### src/rtl/backlight_pkg.sv
// Functional notes
// - error level against ramp sets on-time
// - larger of two feedbacks regulates
// - ramp slope rises with supply voltage
// - dimming duty spans 10.15 percent to full
// - burst rate is 210 Hz times 169k/R
// - soft-start ramp up, linear soft-stop down
// - control bits 3:1 pick one of five modes
// - ambient brightness clamped to low/high limits
// - ambient low limit never below ten percent
// - light code sampled each period, readable
// - 256 brightness levels, fixed step per code
// - external duty sets brightness, ten percent floor
// - register code 0xFF full, brightness_setting minimum
// - ambient brightness scaled by external duty
// - register brightness scaled by external duty
// - low feedback advances the lamp-out timer
// - timer expiry latches fault, stops switching
// - control bit 0 clear or reset clears fault
// - overvoltage during lamp-out delay cuts on-time
// - reset clears fault and register defaults
`default_nettype none

package backlight_pkg;

	// clock and burst timing
	localparam int CLK_HZ        = 10_000_000;
	localparam int BURST_BASE_HZ = 210;
	localparam int BURST_REF_KOHM = 169;
	localparam int BURST_RATE_KOHM = 169;
	localparam int FLOOR_BP      = 1015;
	localparam int FULL_BP       = 10000;
	localparam int SW_CYCLES     = 32;
	localparam int FAULT_CYCLES  = 100_000;
	localparam int DUTY_WIN_W    = 12;

	// register offsets
	localparam logic [7:0] ADDR_BRIGHT = 8'h00;
	localparam logic [7:0] ADDR_CTRL   = 8'h01;
	localparam logic [7:0] ADDR_ALS_LO = 8'h02;
	localparam logic [7:0] ADDR_ALS_HI = 8'h03;
	localparam logic [7:0] ADDR_LIGHT  = 8'h04;

	// control fields
	localparam int CTRL_EN_BIT   = 0;
	localparam int CTRL_MODE_LSB = 1;
	localparam int CTRL_MODE_MSB = 3;

	// reset values
	localparam logic [7:0] BRIGHT_RST = 8'hFF;
	localparam logic [7:0] CTRL_RST   = 8'h01;
	localparam logic [7:0] ALS_LO_RST = 8'h1A;
	localparam logic [7:0] ALS_HI_RST = 8'hFF;
	localparam logic [7:0] LIGHT_RST  = 8'h00;

	// brightness codes
	localparam logic [7:0] FLOOR_CODE = 8'h1A;
	localparam logic [7:0] CODE_MAX   = 8'hFF;

	// analog front end scaling, 10 mV per feedback code
	localparam int LAMP_LOW_MV = 600;
	localparam int FB_MV_PER_CODE = 10;
	localparam logic [7:0] FB_LOW_CODE = 8'(LAMP_LOW_MV / FB_MV_PER_CODE);
	localparam logic [7:0] FB_REG_CODE = 8'h64;

	// error level slew, in microamps of the compensation node
	localparam int SOFT_STOP_UA = 110;
	localparam int OVP_UA       = 1000;
	localparam logic [7:0] SOFT_STOP_STEP = 8'h01;
	localparam logic [7:0] OVP_STEP =
		8'((OVP_UA + SOFT_STOP_UA / 2) / SOFT_STOP_UA);

	// ramp feed-forward
	localparam logic [11:0] SLOPE_BASE = 12'h0008;

	typedef enum logic [2:0] {
		MODE_REGISTER,
		MODE_EXTERNAL,
		MODE_AMBIENT,
		MODE_AMBIENT_SCALED,
		MODE_REGISTER_SCALED
	} mode_t;

	typedef struct packed {
		logic       wr;
		logic       rd;
		logic [7:0] addr;
		logic [7:0] wdata;
	} reg_req_t;

	typedef struct packed {
		logic [7:0] fb_a;
		logic [7:0] fb_b;
		logic [7:0] supply;
		logic [7:0] light;
		logic       over_voltage;
	} front_end_t;

endpackage : backlight_pkg

`default_nettype wire

### src/rtl/backlight_dimming_fault_ctrl.sv
`default_nettype none

module backlight_dimming_fault_ctrl #(
	parameter int BURST_RATE_KOHM = backlight_pkg::BURST_RATE_KOHM,
	parameter int BURST_PERIOD    = int'(64'(backlight_pkg::CLK_HZ)
		* 64'(BURST_RATE_KOHM) / (64'(backlight_pkg::BURST_BASE_HZ)
		* 64'(backlight_pkg::BURST_REF_KOHM))),
	parameter int FAULT_CYCLES    = backlight_pkg::FAULT_CYCLES,
	parameter int SW_CYCLES       = backlight_pkg::SW_CYCLES
) (
	// clock and reset
	input  wire logic                     CLK,
	input  wire logic                     RST,
	// register port
	input  wire backlight_pkg::reg_req_t  REG_REQ,
	output logic                    [7:0] REG_RDATA,
	// analog front end and external duty input
	input  wire backlight_pkg::front_end_t FRONT_END,
	input  wire logic                     EXT_DUTY_IN,
	// lamp drive and fault
	output logic                          BURST_PWM,
	output logic                          HS_GATE,
	output logic                          FAULT
);

	localparam int CNT_W  = $clog2(BURST_PERIOD + 1);
	localparam int FLT_W  = $clog2(FAULT_CYCLES + 1);
	localparam int SW_W   = $clog2(SW_CYCLES + 1);
	localparam longint MIN_ON = 64'(BURST_PERIOD)
		* 64'(backlight_pkg::FLOOR_BP) / 64'(backlight_pkg::FULL_BP);

	// product of two fractions of full scale
	function automatic logic [7:0] scale8(input logic [7:0] a,
		input logic [7:0] b);
		logic [15:0] p;
		p = a * b;
		return 8'((p + 16'd127) / 16'd255);
	endfunction : scale8

	function automatic logic [7:0] clamp8(input logic [7:0] v,
		input logic [7:0] lo, input logic [7:0] hi);
		logic [7:0] r;
		r = v;
		if (r < lo)
			r = lo;
		if (r > hi)
			r = hi;
		return r;
	endfunction : clamp8

	// brightness code to on cycles, linear from floor to full
	function automatic logic [CNT_W-1:0] on_cycles(input logic [7:0] b);
		longint span;
		span = 64'(BURST_PERIOD) - MIN_ON;
		return CNT_W'(MIN_ON + span * 64'(b) / 64'(255));
	endfunction : on_cycles

	// ---------------- register file ----------------
	logic [7:0] bright;
	logic [7:0] ctrl;
	logic [7:0] als_lo;
	logic [7:0] als_hi;
	logic [7:0] light;
	logic [7:0] next_bright;
	logic [7:0] next_ctrl;
	logic [7:0] next_als_lo;
	logic [7:0] next_als_hi;
	logic [7:0] next_rdata;
	logic       clear_req;

	always_comb begin
		next_bright = bright;
		next_ctrl   = ctrl;
		next_als_lo = als_lo;
		next_als_hi = als_hi;
		next_rdata  = REG_RDATA;
		clear_req   = 1'b0;
		if (REG_REQ.wr) begin
			unique case (REG_REQ.addr)
				backlight_pkg::ADDR_BRIGHT: next_bright = REG_REQ.wdata;
				backlight_pkg::ADDR_CTRL: begin
					next_ctrl = REG_REQ.wdata;
					clear_req = ~REG_REQ.wdata[backlight_pkg::CTRL_EN_BIT];
				end
				backlight_pkg::ADDR_ALS_LO: next_als_lo = REG_REQ.wdata;
				backlight_pkg::ADDR_ALS_HI: next_als_hi = REG_REQ.wdata;
				default: ;
			endcase
		end
		if (REG_REQ.rd) begin
			unique case (REG_REQ.addr)
				backlight_pkg::ADDR_BRIGHT: next_rdata = bright;
				backlight_pkg::ADDR_CTRL:   next_rdata = ctrl;
				backlight_pkg::ADDR_ALS_LO: next_rdata = als_lo;
				backlight_pkg::ADDR_ALS_HI: next_rdata = als_hi;
				backlight_pkg::ADDR_LIGHT:  next_rdata = light;
				default:                    next_rdata = 8'h00;
			endcase
		end
	end

	always_ff @(posedge CLK or posedge RST) begin
		if (RST) begin
			bright    <= backlight_pkg::BRIGHT_RST;
			ctrl      <= backlight_pkg::CTRL_RST;
			als_lo    <= backlight_pkg::ALS_LO_RST;
			als_hi    <= backlight_pkg::ALS_HI_RST;
			REG_RDATA <= 8'h00;
		end else begin
			bright    <= next_bright;
			ctrl      <= next_ctrl;
			als_lo    <= next_als_lo;
			als_hi    <= next_als_hi;
			REG_RDATA <= next_rdata;
		end
	end

	// ---------------- brightness source ----------------
	logic [7:0] ext_duty;
	logic [7:0] ext_bright;
	logic [7:0] amb_lo;
	logic [7:0] amb_bright;
	logic [7:0] target;
	backlight_pkg::mode_t mode;

	duty_meter #(
		.WIN_W (backlight_pkg::DUTY_WIN_W)
	) u_duty_meter (
		.clk    (CLK),
		.rst    (RST),
		.pwm_in (EXT_DUTY_IN),
		.duty   (ext_duty)
	);

	always_comb begin
		mode = backlight_pkg::mode_t'(
			ctrl[backlight_pkg::CTRL_MODE_MSB:backlight_pkg::CTRL_MODE_LSB]);
		ext_bright = (ext_duty < backlight_pkg::FLOOR_CODE)
			? backlight_pkg::FLOOR_CODE : ext_duty;
		amb_lo = (als_lo < backlight_pkg::FLOOR_CODE)
			? backlight_pkg::FLOOR_CODE : als_lo;
		amb_bright = clamp8(FRONT_END.light, amb_lo, als_hi);
		unique case (mode)
			backlight_pkg::MODE_REGISTER:
				target = bright;
			backlight_pkg::MODE_EXTERNAL:
				target = ext_bright;
			backlight_pkg::MODE_AMBIENT:
				target = amb_bright;
			backlight_pkg::MODE_AMBIENT_SCALED:
				target = scale8(amb_bright, ext_duty);
			backlight_pkg::MODE_REGISTER_SCALED:
				target = scale8(bright, ext_duty);
			default:
				target = bright;
		endcase
	end

	// ---------------- burst dimming timing ----------------
	logic             fault;
	logic             run;
	logic [CNT_W-1:0] burst_cnt;
	logic [CNT_W-1:0] on_len;
	logic [CNT_W-1:0] next_burst_cnt;
	logic [CNT_W-1:0] next_on_len;
	logic [7:0]       next_light;
	logic             burst_on;
	logic             next_burst_pwm;

	always_comb begin
		run            = ctrl[backlight_pkg::CTRL_EN_BIT] & ~fault;
		next_on_len    = on_len;
		next_light     = light;
		next_burst_cnt = burst_cnt + 1'b1;
		if (burst_cnt == CNT_W'(BURST_PERIOD - 1))
			next_burst_cnt = '0;
		if (burst_cnt == '0) begin
			next_light  = FRONT_END.light;
			next_on_len = on_cycles(target);
		end
		burst_on       = run & (burst_cnt < on_len);
		next_burst_pwm = burst_on & ~next_fault;
	end

	always_ff @(posedge CLK or posedge RST) begin
		if (RST) begin
			burst_cnt <= '0;
			on_len    <= '0;
			light     <= backlight_pkg::LIGHT_RST;
			BURST_PWM <= 1'b0;
		end else begin
			burst_cnt <= next_burst_cnt;
			on_len    <= next_on_len;
			light     <= next_light;
			BURST_PWM <= next_burst_pwm;
		end
	end

	// ---------------- switching and error level ----------------
	logic [SW_W-1:0] sw_cnt;
	logic [11:0]     ramp;
	logic [7:0]      comp;
	logic [SW_W-1:0] next_sw_cnt;
	logic [11:0]     next_ramp;
	logic [7:0]      next_comp;
	logic            next_hs;
	logic [7:0]      fb_max;
	logic [11:0]     slope;
	logic            timing;

	always_comb begin
		fb_max = (FRONT_END.fb_a > FRONT_END.fb_b)
			? FRONT_END.fb_a : FRONT_END.fb_b;
		slope = backlight_pkg::SLOPE_BASE
			+ 12'(FRONT_END.supply[7:3]);
		next_sw_cnt = sw_cnt + 1'b1;
		next_ramp   = ramp + slope;
		next_comp   = comp;
		if (sw_cnt == SW_W'(SW_CYCLES - 1)) begin
			next_sw_cnt = '0;
			next_ramp   = '0;
			if (!run)
				next_comp = 8'h00;
			else if (FRONT_END.over_voltage && timing)
				next_comp = (comp > backlight_pkg::OVP_STEP)
					? comp - backlight_pkg::OVP_STEP : 8'h00;
			else if (burst_on && fb_max < backlight_pkg::FB_REG_CODE)
				next_comp = (comp == 8'hFF) ? comp : comp + 8'h01;
			else if (burst_on)
				next_comp = (comp == 8'h00) ? comp : comp - 8'h01;
			else
				next_comp = (comp > backlight_pkg::SOFT_STOP_STEP)
					? comp - backlight_pkg::SOFT_STOP_STEP : 8'h00;
		end
		next_hs = run & ~next_fault & (comp != 8'h00)
			& (ramp < {comp, 4'h0});
	end

	always_ff @(posedge CLK or posedge RST) begin
		if (RST) begin
			sw_cnt  <= '0;
			ramp    <= '0;
			comp    <= 8'h00;
			HS_GATE <= 1'b0;
		end else begin
			sw_cnt  <= next_sw_cnt;
			ramp    <= next_ramp;
			comp    <= next_comp;
			HS_GATE <= next_hs;
		end
	end

	// ---------------- lamp-out fault ----------------
	logic [FLT_W-1:0] flt_cnt;
	logic [FLT_W-1:0] next_flt_cnt;
	logic             next_fault;
	logic             lamp_low;

	always_comb begin
		lamp_low = (FRONT_END.fb_a < backlight_pkg::FB_LOW_CODE)
			| (FRONT_END.fb_b < backlight_pkg::FB_LOW_CODE);
		timing       = burst_on & lamp_low;
		next_flt_cnt = flt_cnt;
		next_fault   = fault;
		if (clear_req)
			next_fault = 1'b0;
		if (!run)
			next_flt_cnt = '0;
		else if (timing) begin
			next_flt_cnt = flt_cnt + 1'b1;
			if (flt_cnt == FLT_W'(FAULT_CYCLES - 1)) begin
				next_fault   = 1'b1;
				next_flt_cnt = '0;
			end
		end else if (burst_on)
			next_flt_cnt = '0;
	end

	always_ff @(posedge CLK or posedge RST) begin
		if (RST) begin
			flt_cnt <= '0;
			fault   <= 1'b0;
			FAULT   <= 1'b0;
		end else begin
			flt_cnt <= next_flt_cnt;
			fault   <= next_fault;
			FAULT   <= next_fault;
		end
	end

endmodule : backlight_dimming_fault_ctrl

`default_nettype wire

### src/rtl/duty_meter.sv
`default_nettype none

// measures high fraction of a synchronous pwm over a fixed window
module duty_meter #(
	parameter int WIN_W = 12
) (
	// clock and reset
	input  wire logic       clk,
	input  wire logic       rst,
	// measured input
	input  wire logic       pwm_in,
	// result, brightness_setting none to 0xFF always high
	output logic      [7:0] duty
);

	logic [WIN_W-1:0] win;
	logic [WIN_W:0]   high;
	logic [WIN_W-1:0] next_win;
	logic [WIN_W:0]   next_high;
	logic [7:0]       next_duty;
	logic [WIN_W:0]   total;

	always_comb begin
		total     = high + (WIN_W+1)'(pwm_in);
		next_win  = win + 1'b1;
		next_high = total;
		next_duty = duty;
		if (&win) begin
			next_high = '0;
			if (total[WIN_W])
				next_duty = 8'hFF;
			else
				next_duty = total[WIN_W-1 -: 8];
		end
	end

	always_ff @(posedge clk or posedge rst) begin
		if (rst) begin
			win  <= '0;
			high <= '0;
			duty <= 8'h00;
		end else begin
			win  <= next_win;
			high <= next_high;
			duty <= next_duty;
		end
	end

endmodule : duty_meter

`default_nettype wire
### config.mk
export PLATFORM = sky130hd
export DESIGN_NAME = backlight_dimming_fault_ctrl
export DESIGN_NICKNAME = d
export VERILOG_FILES = /design/src/rtl/backlight_pkg.sv /design/src/rtl/backlight_dimming_fault_ctrl.sv /design/src/rtl/duty_meter.sv
export SDC_FILE = /design/constraint.sdc
export NUM_CORES = 1
export LEC_CHECK = 0
export ABC_AREA = 0
export BUFFER_PORTS_ARGS = -buffer_cell sky130_fd_sc_hd__clkbuf_2
export CAP_MARGIN = 20
export CORE_AREA = 2 2 290 292
export CTS_CLUSTER_SIZE = 25
export DETAILED_ROUTE_END_ITERATION = 7
export DIE_AREA = 0 0 292 294
export HOLD_SLACK_MARGIN = 0.03
export SLEW_MARGIN = 20
export SYNTH_ARGS = -nofsm -noshare
export SYNTH_HDL_FRONTEND = slang
export SYNTH_HIERARCHICAL = 1
export SYNTH_SLANG_ARGS = --single-unit
### constraint.sdc
create_clock -name CLK -period 40.1 [get_ports CLK]
set_input_delay 6.015 -clock CLK [delete_from_list [all_inputs] [get_ports CLK]]
set_output_delay 6.015 -clock CLK [all_outputs]
set_load 0.02 [all_outputs]
**Word level (Yosys, flattened, before mapping)**

Index checks and enable logic that the tools add are counted.

- Register bits: 159
- Bits of input ports: 54
- Output and inout bits: 11
- Word-level logic and storage cells: 117

- Add/sub/neg operators: 13
- $mul: 3
- Div/mod/pow operators: 3
- Order comparisons: 12
- Eq/ne operators: 15
- Multiplexer cells: 30
- Bitwise operators: 11
- Reduce and logical (&&, ||, !) cells: 12

Operators by type and width:

| cell | number |
|---|---|
| 8-bit 2-to-1 mux | 14 |
| 17-bit 2-to-1 mux | 4 |
| 24-bit by 8-bit divider with 64-bit output (second input constant) | 1 |
| 8-bit case mux with 5 select lines | 1 |
| 16-bit by 7-bit adder with 16-bit output (second input constant) | 2 |
| 16-bit by 8-bit divider with 16-bit output (second input constant) | 2 |
| 8-bit by 8-bit multiplier with 16-bit output | 2 |
| 8-bit case mux with 4 select lines | 1 |
| 15-bit by 8-bit multiplier with 23-bit output (first input constant) | 1 |
| 17-bit by 1-bit adder with 17-bit output (second input constant) | 1 |
| 17-bit == test (second input constant) | 1 |
| 13-bit by 16-bit adder with 16-bit output (first input constant) | 1 |
| 16-bit by 1-bit adder with 16-bit output (second input constant) | 1 |
| 16-bit == test (second input constant) | 1 |
| 8-bit by 2-bit == test with 1-bit output (second input constant) | 2 |
| 8-bit greater-than comparator | 2 |
| 16-bit zero test | 1 |
| 8-bit zero test | 2 |
| 16-bit less-than comparator | 1 |
| 8-bit by 5-bit less-than comparator with 1-bit output (second input constant) | 2 |
| 8-bit by 6-bit less-than comparator with 1-bit output (second input constant) | 2 |
| 16-bit 2-to-1 mux | 1 |
| 13-bit by 1-bit adder with 13-bit output | 1 |
| 13-bit 2-to-1 mux | 1 |
| other kinds (33) | 51 |

**Depth between registers and ports, before layout**

- Word-level depth: 13
- Depth in mapped cells: 160
- Mapped depth without buffers: 143

**Modules after synthesis**

Netlist, hierarchy kept.

Modules (own cells, without submodules):

| module | instances | cells an instance | area an instance (µm²) | sequential area each (µm²) |
|---|---|---|---|---|
| backlight_dimming_fault_ctrl | 1 | 3396 | 26424.1 | 3178.0 |
| duty_meter | 1 | 129 | 1421.4 | 825.8 |

**Least setup slack after synthesis**

No wires, ideal clock.

- Path type: input to register
- Start point: input port FRONT_END[2] (netlist bit)
- End point: register on_len[14]
- Library setup time: 0.128 ns
- Arrival time: 38.647 ns
- Required time: 39.972 ns
- Slack: 1.326 ns
- Cell stages on the path: 144
- Buffers on the path: 12
- Path through: ha_1 -> a21oi_1 -> nor2b_1 -> o21ai_0 -> nand2b_1 -> a21o_1 -> a21o_1 -> a21o_1 -> a21oi_1 -> clkbuf_1 -> mux2_2 -> ha_1 -> a21o_1 -> a21o_1 -> a21oi_1 -> o21ai_0 -> o21a_1 -> buf_1 -> [... 108 more ...] -> and4_1 -> or3_1 -> nand4_4 -> nor2_1 -> o41a_1 -> a311oi_2 -> nand2_1 -> a21oi_1 -> nor2_1 -> o21ai_0 -> ha_1 -> nand2_1 -> nand3_1 -> a21oi_1 -> nor3_1 -> o22ai_1 -> xnor2_1 -> mux2i_1

- Cells in the longest elaborated chain, start to end: 11

Ends and longest elaborated chain:

| item | RTL line | RTL |
|---|---|---|
| start, declared | backlight_dimming_fault_ctrl.sv:18 | `input wire backlight_pkg::front_end_t FRONT_END,` |
| 8-bit less-than comparator | backlight_dimming_fault_ctrl.sv:44 | `if (r < lo)` |
| 8-bit 2-to-1 mux (*) | backlight_dimming_fault_ctrl.sv:44 |  |
| 8-bit greater-than comparator | backlight_dimming_fault_ctrl.sv:46 | `if (r > hi)` |
| 8-bit 2-to-1 mux (*) | backlight_dimming_fault_ctrl.sv:46 |  |
| 8-bit by 8-bit multiplier with 16-bit output | backlight_dimming_fault_ctrl.sv:36 | `p = a * b;` |
| 16-bit by 7-bit adder with 16-bit output | backlight_dimming_fault_ctrl.sv:37 | `return 8'((p + 16'd127) / 16'd255);` |
| 16-bit by 8-bit divider with 16-bit output | backlight_dimming_fault_ctrl.sv:37 |  |
| 8-bit case mux with 4 select lines (*) | backlight_dimming_fault_ctrl.sv:143 | `unique case (mode)` |
| 15-bit by 8-bit multiplier with 23-bit output (*) | backlight_dimming_fault_ctrl.sv:55 | `return CNT_W'(MIN_ON + span * 64'(b) / 64'(255));` |
| 24-bit by 8-bit divider with 64-bit output (*) | backlight_dimming_fault_ctrl.sv:55 |  |
| 13-bit by 16-bit adder with 16-bit output (*) | backlight_dimming_fault_ctrl.sv:55 |  |
| end signal, assigned | backlight_dimming_fault_ctrl.sv:193 | `on_len <= next_on_len;` |
| end, declared | backlight_dimming_fault_ctrl.sv:163 | `logic [CNT_W-1:0] on_len;` |

Every way passes the cells marked *; elsewhere a longest branch is shown, timed or not.
A chain may end at the register's enable or synchronous reset.

**Final worst setup path**

Same ends and word-level chain as after synthesis.

==> flow_summary.yaml <==
worst_setup_path:
  worst_path_most_repeated_cell: "buf_4"
  endpoint_kind: "flop"
  worst-setup-path-type: "in -> reg"
  critPathMaxFanout: 19
  critPathMaxStageDelay_ns: 0.69
  worst-endpoint-required_ns: 40.40
  critPathSlowestCell: "or4b_2"
  worst_setup_path_start_kind: "primary input"
  worstPathArrival_ns: 38.87
sta:
  timing_hold_violations_final: 0
  max_freq_mhz: 25.93
  timing_worst_slew_pin_value_ns: 1.002
  totalNegativeSetupSlack_ns: 0
  hold_slack_ns: 0.4528
  finClkSkew_ns: 0.009268
  timing.final.crit_period_ns: 38.57
  setup_viol: 0
  worst_slew_margin_relative_to_its_limit: 0.3266
  drv_slew: 0
  fin_crit_sh: 0.9619
global_routing:
  grt_max_degree: 66
  met3_usage: 0.01586
  grtUsageMet1: 0.2591
  via_count_of_the_first_global_routing_pass: 25888
  busiest_layer: "met2"
  overflow: 0
  antenna_found_initial: 1
  grt_pass1_wl_um: 134700
  groute.layer.met2.usage: 0.3134
  grtUsageTotal: 0.1869
final_layout:
  postLayoutCoreUtil: 0.3918
  area_growth_pct: 16.65
  fin_nets: 4089
  antenna_diode_count: 0
  stdcell_area_um2: 32480
  post_route_cells_drive_above_1_share: 0.2036
drt:
  avgRoutedWirePerCell_um: 17.20
  via_count: 27349
  drc_violation_count_after_routing: 0
  postRouteWirelength_um: 83040
  final_antenna_net_count: 0
  drt-initial-drc-count: 1960
  drtPass1Iterations: 6
  routed_via_density: 5.666
logic_synthesis:
  synth_largest_area_cell: "dfrtp_1"
  synthArstFlopShare: 1.000
  ys_seq_area_frac: 0.1438
  post_synth_main_area_contributors: "dfrtp_1 12%, ha_1 8.9%, fa_1 7.5%"
  synth-edff-count: 0
  synth_cells: 3525
  yosys_warnings: 6
  postSynthRegisterBits: 159
  post_synth_num_cell_types: 153
  yosys.area.top_type_share: 0.1249
  synthFlopType: "dfrtp_1"
  syn-cell-area_um2: 27850
  syn-mean-instance-area_um2: 7.899
  synth_fp_nets: 3880
die:
  die_h_um: 294
  design.core.area_um2: 82890
  rows: 106
  die-area_um2: 85850
  die_width_um: 292
  top_level_ports: 65
  initial_core_util: 0.3359
clocking:
  numCtsBuffers: 17
  cts_tree: "built"
  cts_max_path_buffers: 2
  clk_slew_on_worst_s_h_paths_ns: 0.07
  cts.hold.buffers_added: 0
  clock_tree.htree_level_count: 4
  cts_root_buf: "clkbuf_16"
  insertion_delay_ns: 0.43
  cts_sinks: 159
place:
  place_congestion: 0.9012
  placed_area_um2: 30570
  place.detailed.hpwl_um: 65080
  portBuffers: 61
run:
  maxCapViolations: 0
worst_hold_path:
  hold_class: "reg -> reg"
run_status:
  status: "complete, no violations"
-- cell usage after synthesis, drive strengths merged (36+ instances only) --
master  count
nand2     361
nor2      303
inv       244
o21ai     208
ha        197
a21oi     187
xnor2     142
dfrtp     139
nand3     135
nor3      114
fa        104
and2      100
clkbuf     74
xor2       72
mux2       66
nand4      59
and3       51
a211oi     47
mux2i      47
a21o       45
buf        45
or2        45
a31oi      44
nor4       44
nor2b      42
o211ai     42
nand2b     38
or3        36
-- metal layers --
metal	vias to the layer above	part of all wire
met1	13186	0.47
met3	118	0.041
li1	13353	-
met2	692	0.46
met5	-	0
met4	0	0.023
-- worst max-delay path, delay by kind of cell --
| family | cells | cell delay [ns] |
|---|---|---|
| AOI/OAI and AO/OA | 66 | 14.34 |
| and+or+nand+nor | 36 | 8.19 |
| adders and majority gates | 13 | 4.81 |
| buffers and inverters | 21 | 3.12 |
| muxes | 6 | 1.69 |
| xor gates and xnor gates | 4 | 0.59 |
-- area by class of cell --
class / instances / area [um2]
fillers: 8460 / 50410
inverters: 245 / 924.6
clock inverters: 14 / 130.1
flip-flops and latches: 159 / 4004
multi-input cells: 3004 / 23440
repair buffers: 307 / 2192
well taps: 1080 / 1351
clock buffers: 18 / 439.2
-- flip-flops by register name, indices dropped and copies added, names as in the netlist --
register,count
u_duty_meter/win,12
light,8
ctrl,8
fault,1
sw_cnt,6
u_duty_meter/duty,8
BURST_PWM,1
burst_cnt,16
comp,8
flt_cnt,17
bright,8
ramp,12
HS_GATE,1
on_len,16
u_duty_meter/high,13
als_hi,8
als_lo,8
REG_RDATA,8
-- per-stage QoR --
stage	std cells	setup slack, ns
after CTS	4784	0.03442
final	4827	1.529
after global routing	4827	-0.1875
after global placement	4752	-0.8146
after floorplan	3525	1.326
after detailed placement	4752	-0.9389
-- repair_timing --
action                     4_1_cts  5_1_grt
resized for setup               17      193
pin swaps                        0       49
gates cloned                     0        3
setup endpoints to repair        8       16
buffers inserted                 0       40
hold endpoints to repair         0        0
-- final timing paths --
check | startpoint | end | slack [ns] | depth (start not counted)
hold reg to reg | u_duty_meter/win[0]$_DFF_PP0_ | u_duty_meter/win[0]$_DFF_PP0_ | 0.45 | 1
max in group asynchronous | RST | als_lo[5]$_DFFE_PP0P_ | 33.16 | 3
setup / recovery | FRONT_END[2] | on_len[14]$_DFFE_PP0N_ | 1.53 | 146
hold / removal | u_duty_meter/win[0]$_DFF_PP0_ | u_duty_meter/win[0]$_DFF_PP0_ | 0.45 | 1
setup reg to reg | als_lo[7]$_DFFE_PP0P_ | on_len[14]$_DFFE_PP0N_ | 6.17 | 147
min in group asynchronous | RST | ctrl[4]$_DFFE_PP0P_ | 5.68 | 2
-- cells in the final DEF (no fill, tap or decap), types with 53 or more instances in the layout --
master	instances
xnor2_1	131
nor2_1	288
and2_1	96
clkbuf_2	61
ha_1	197
inv_1	240
dfrtp_1	139
nor3_1	95
buf_4	240
nand3_1	129
a21oi_1	165
xor2_1	67
nand4_1	53
fa_1	104
mux2_2	58
o21ai_0	150
nand2_1	353
-- kinds of logic after synthesis --
kind of cell               Yosys count  share of synthesized area
AOI/OAI and AO/OA                  955                     0.2563
xor gates and xnor gates           214                    0.06839
adders and majority gates          304                     0.1644
buffers and inverters              364                    0.05194
DFF                                159                     0.1438
muxes                              113                    0.04574
and+or+nand+nor                   1416                     0.2695
Power is not shown: default switching activity piles up to over one toggle a cycle in this logic, so the estimate is an artifact.
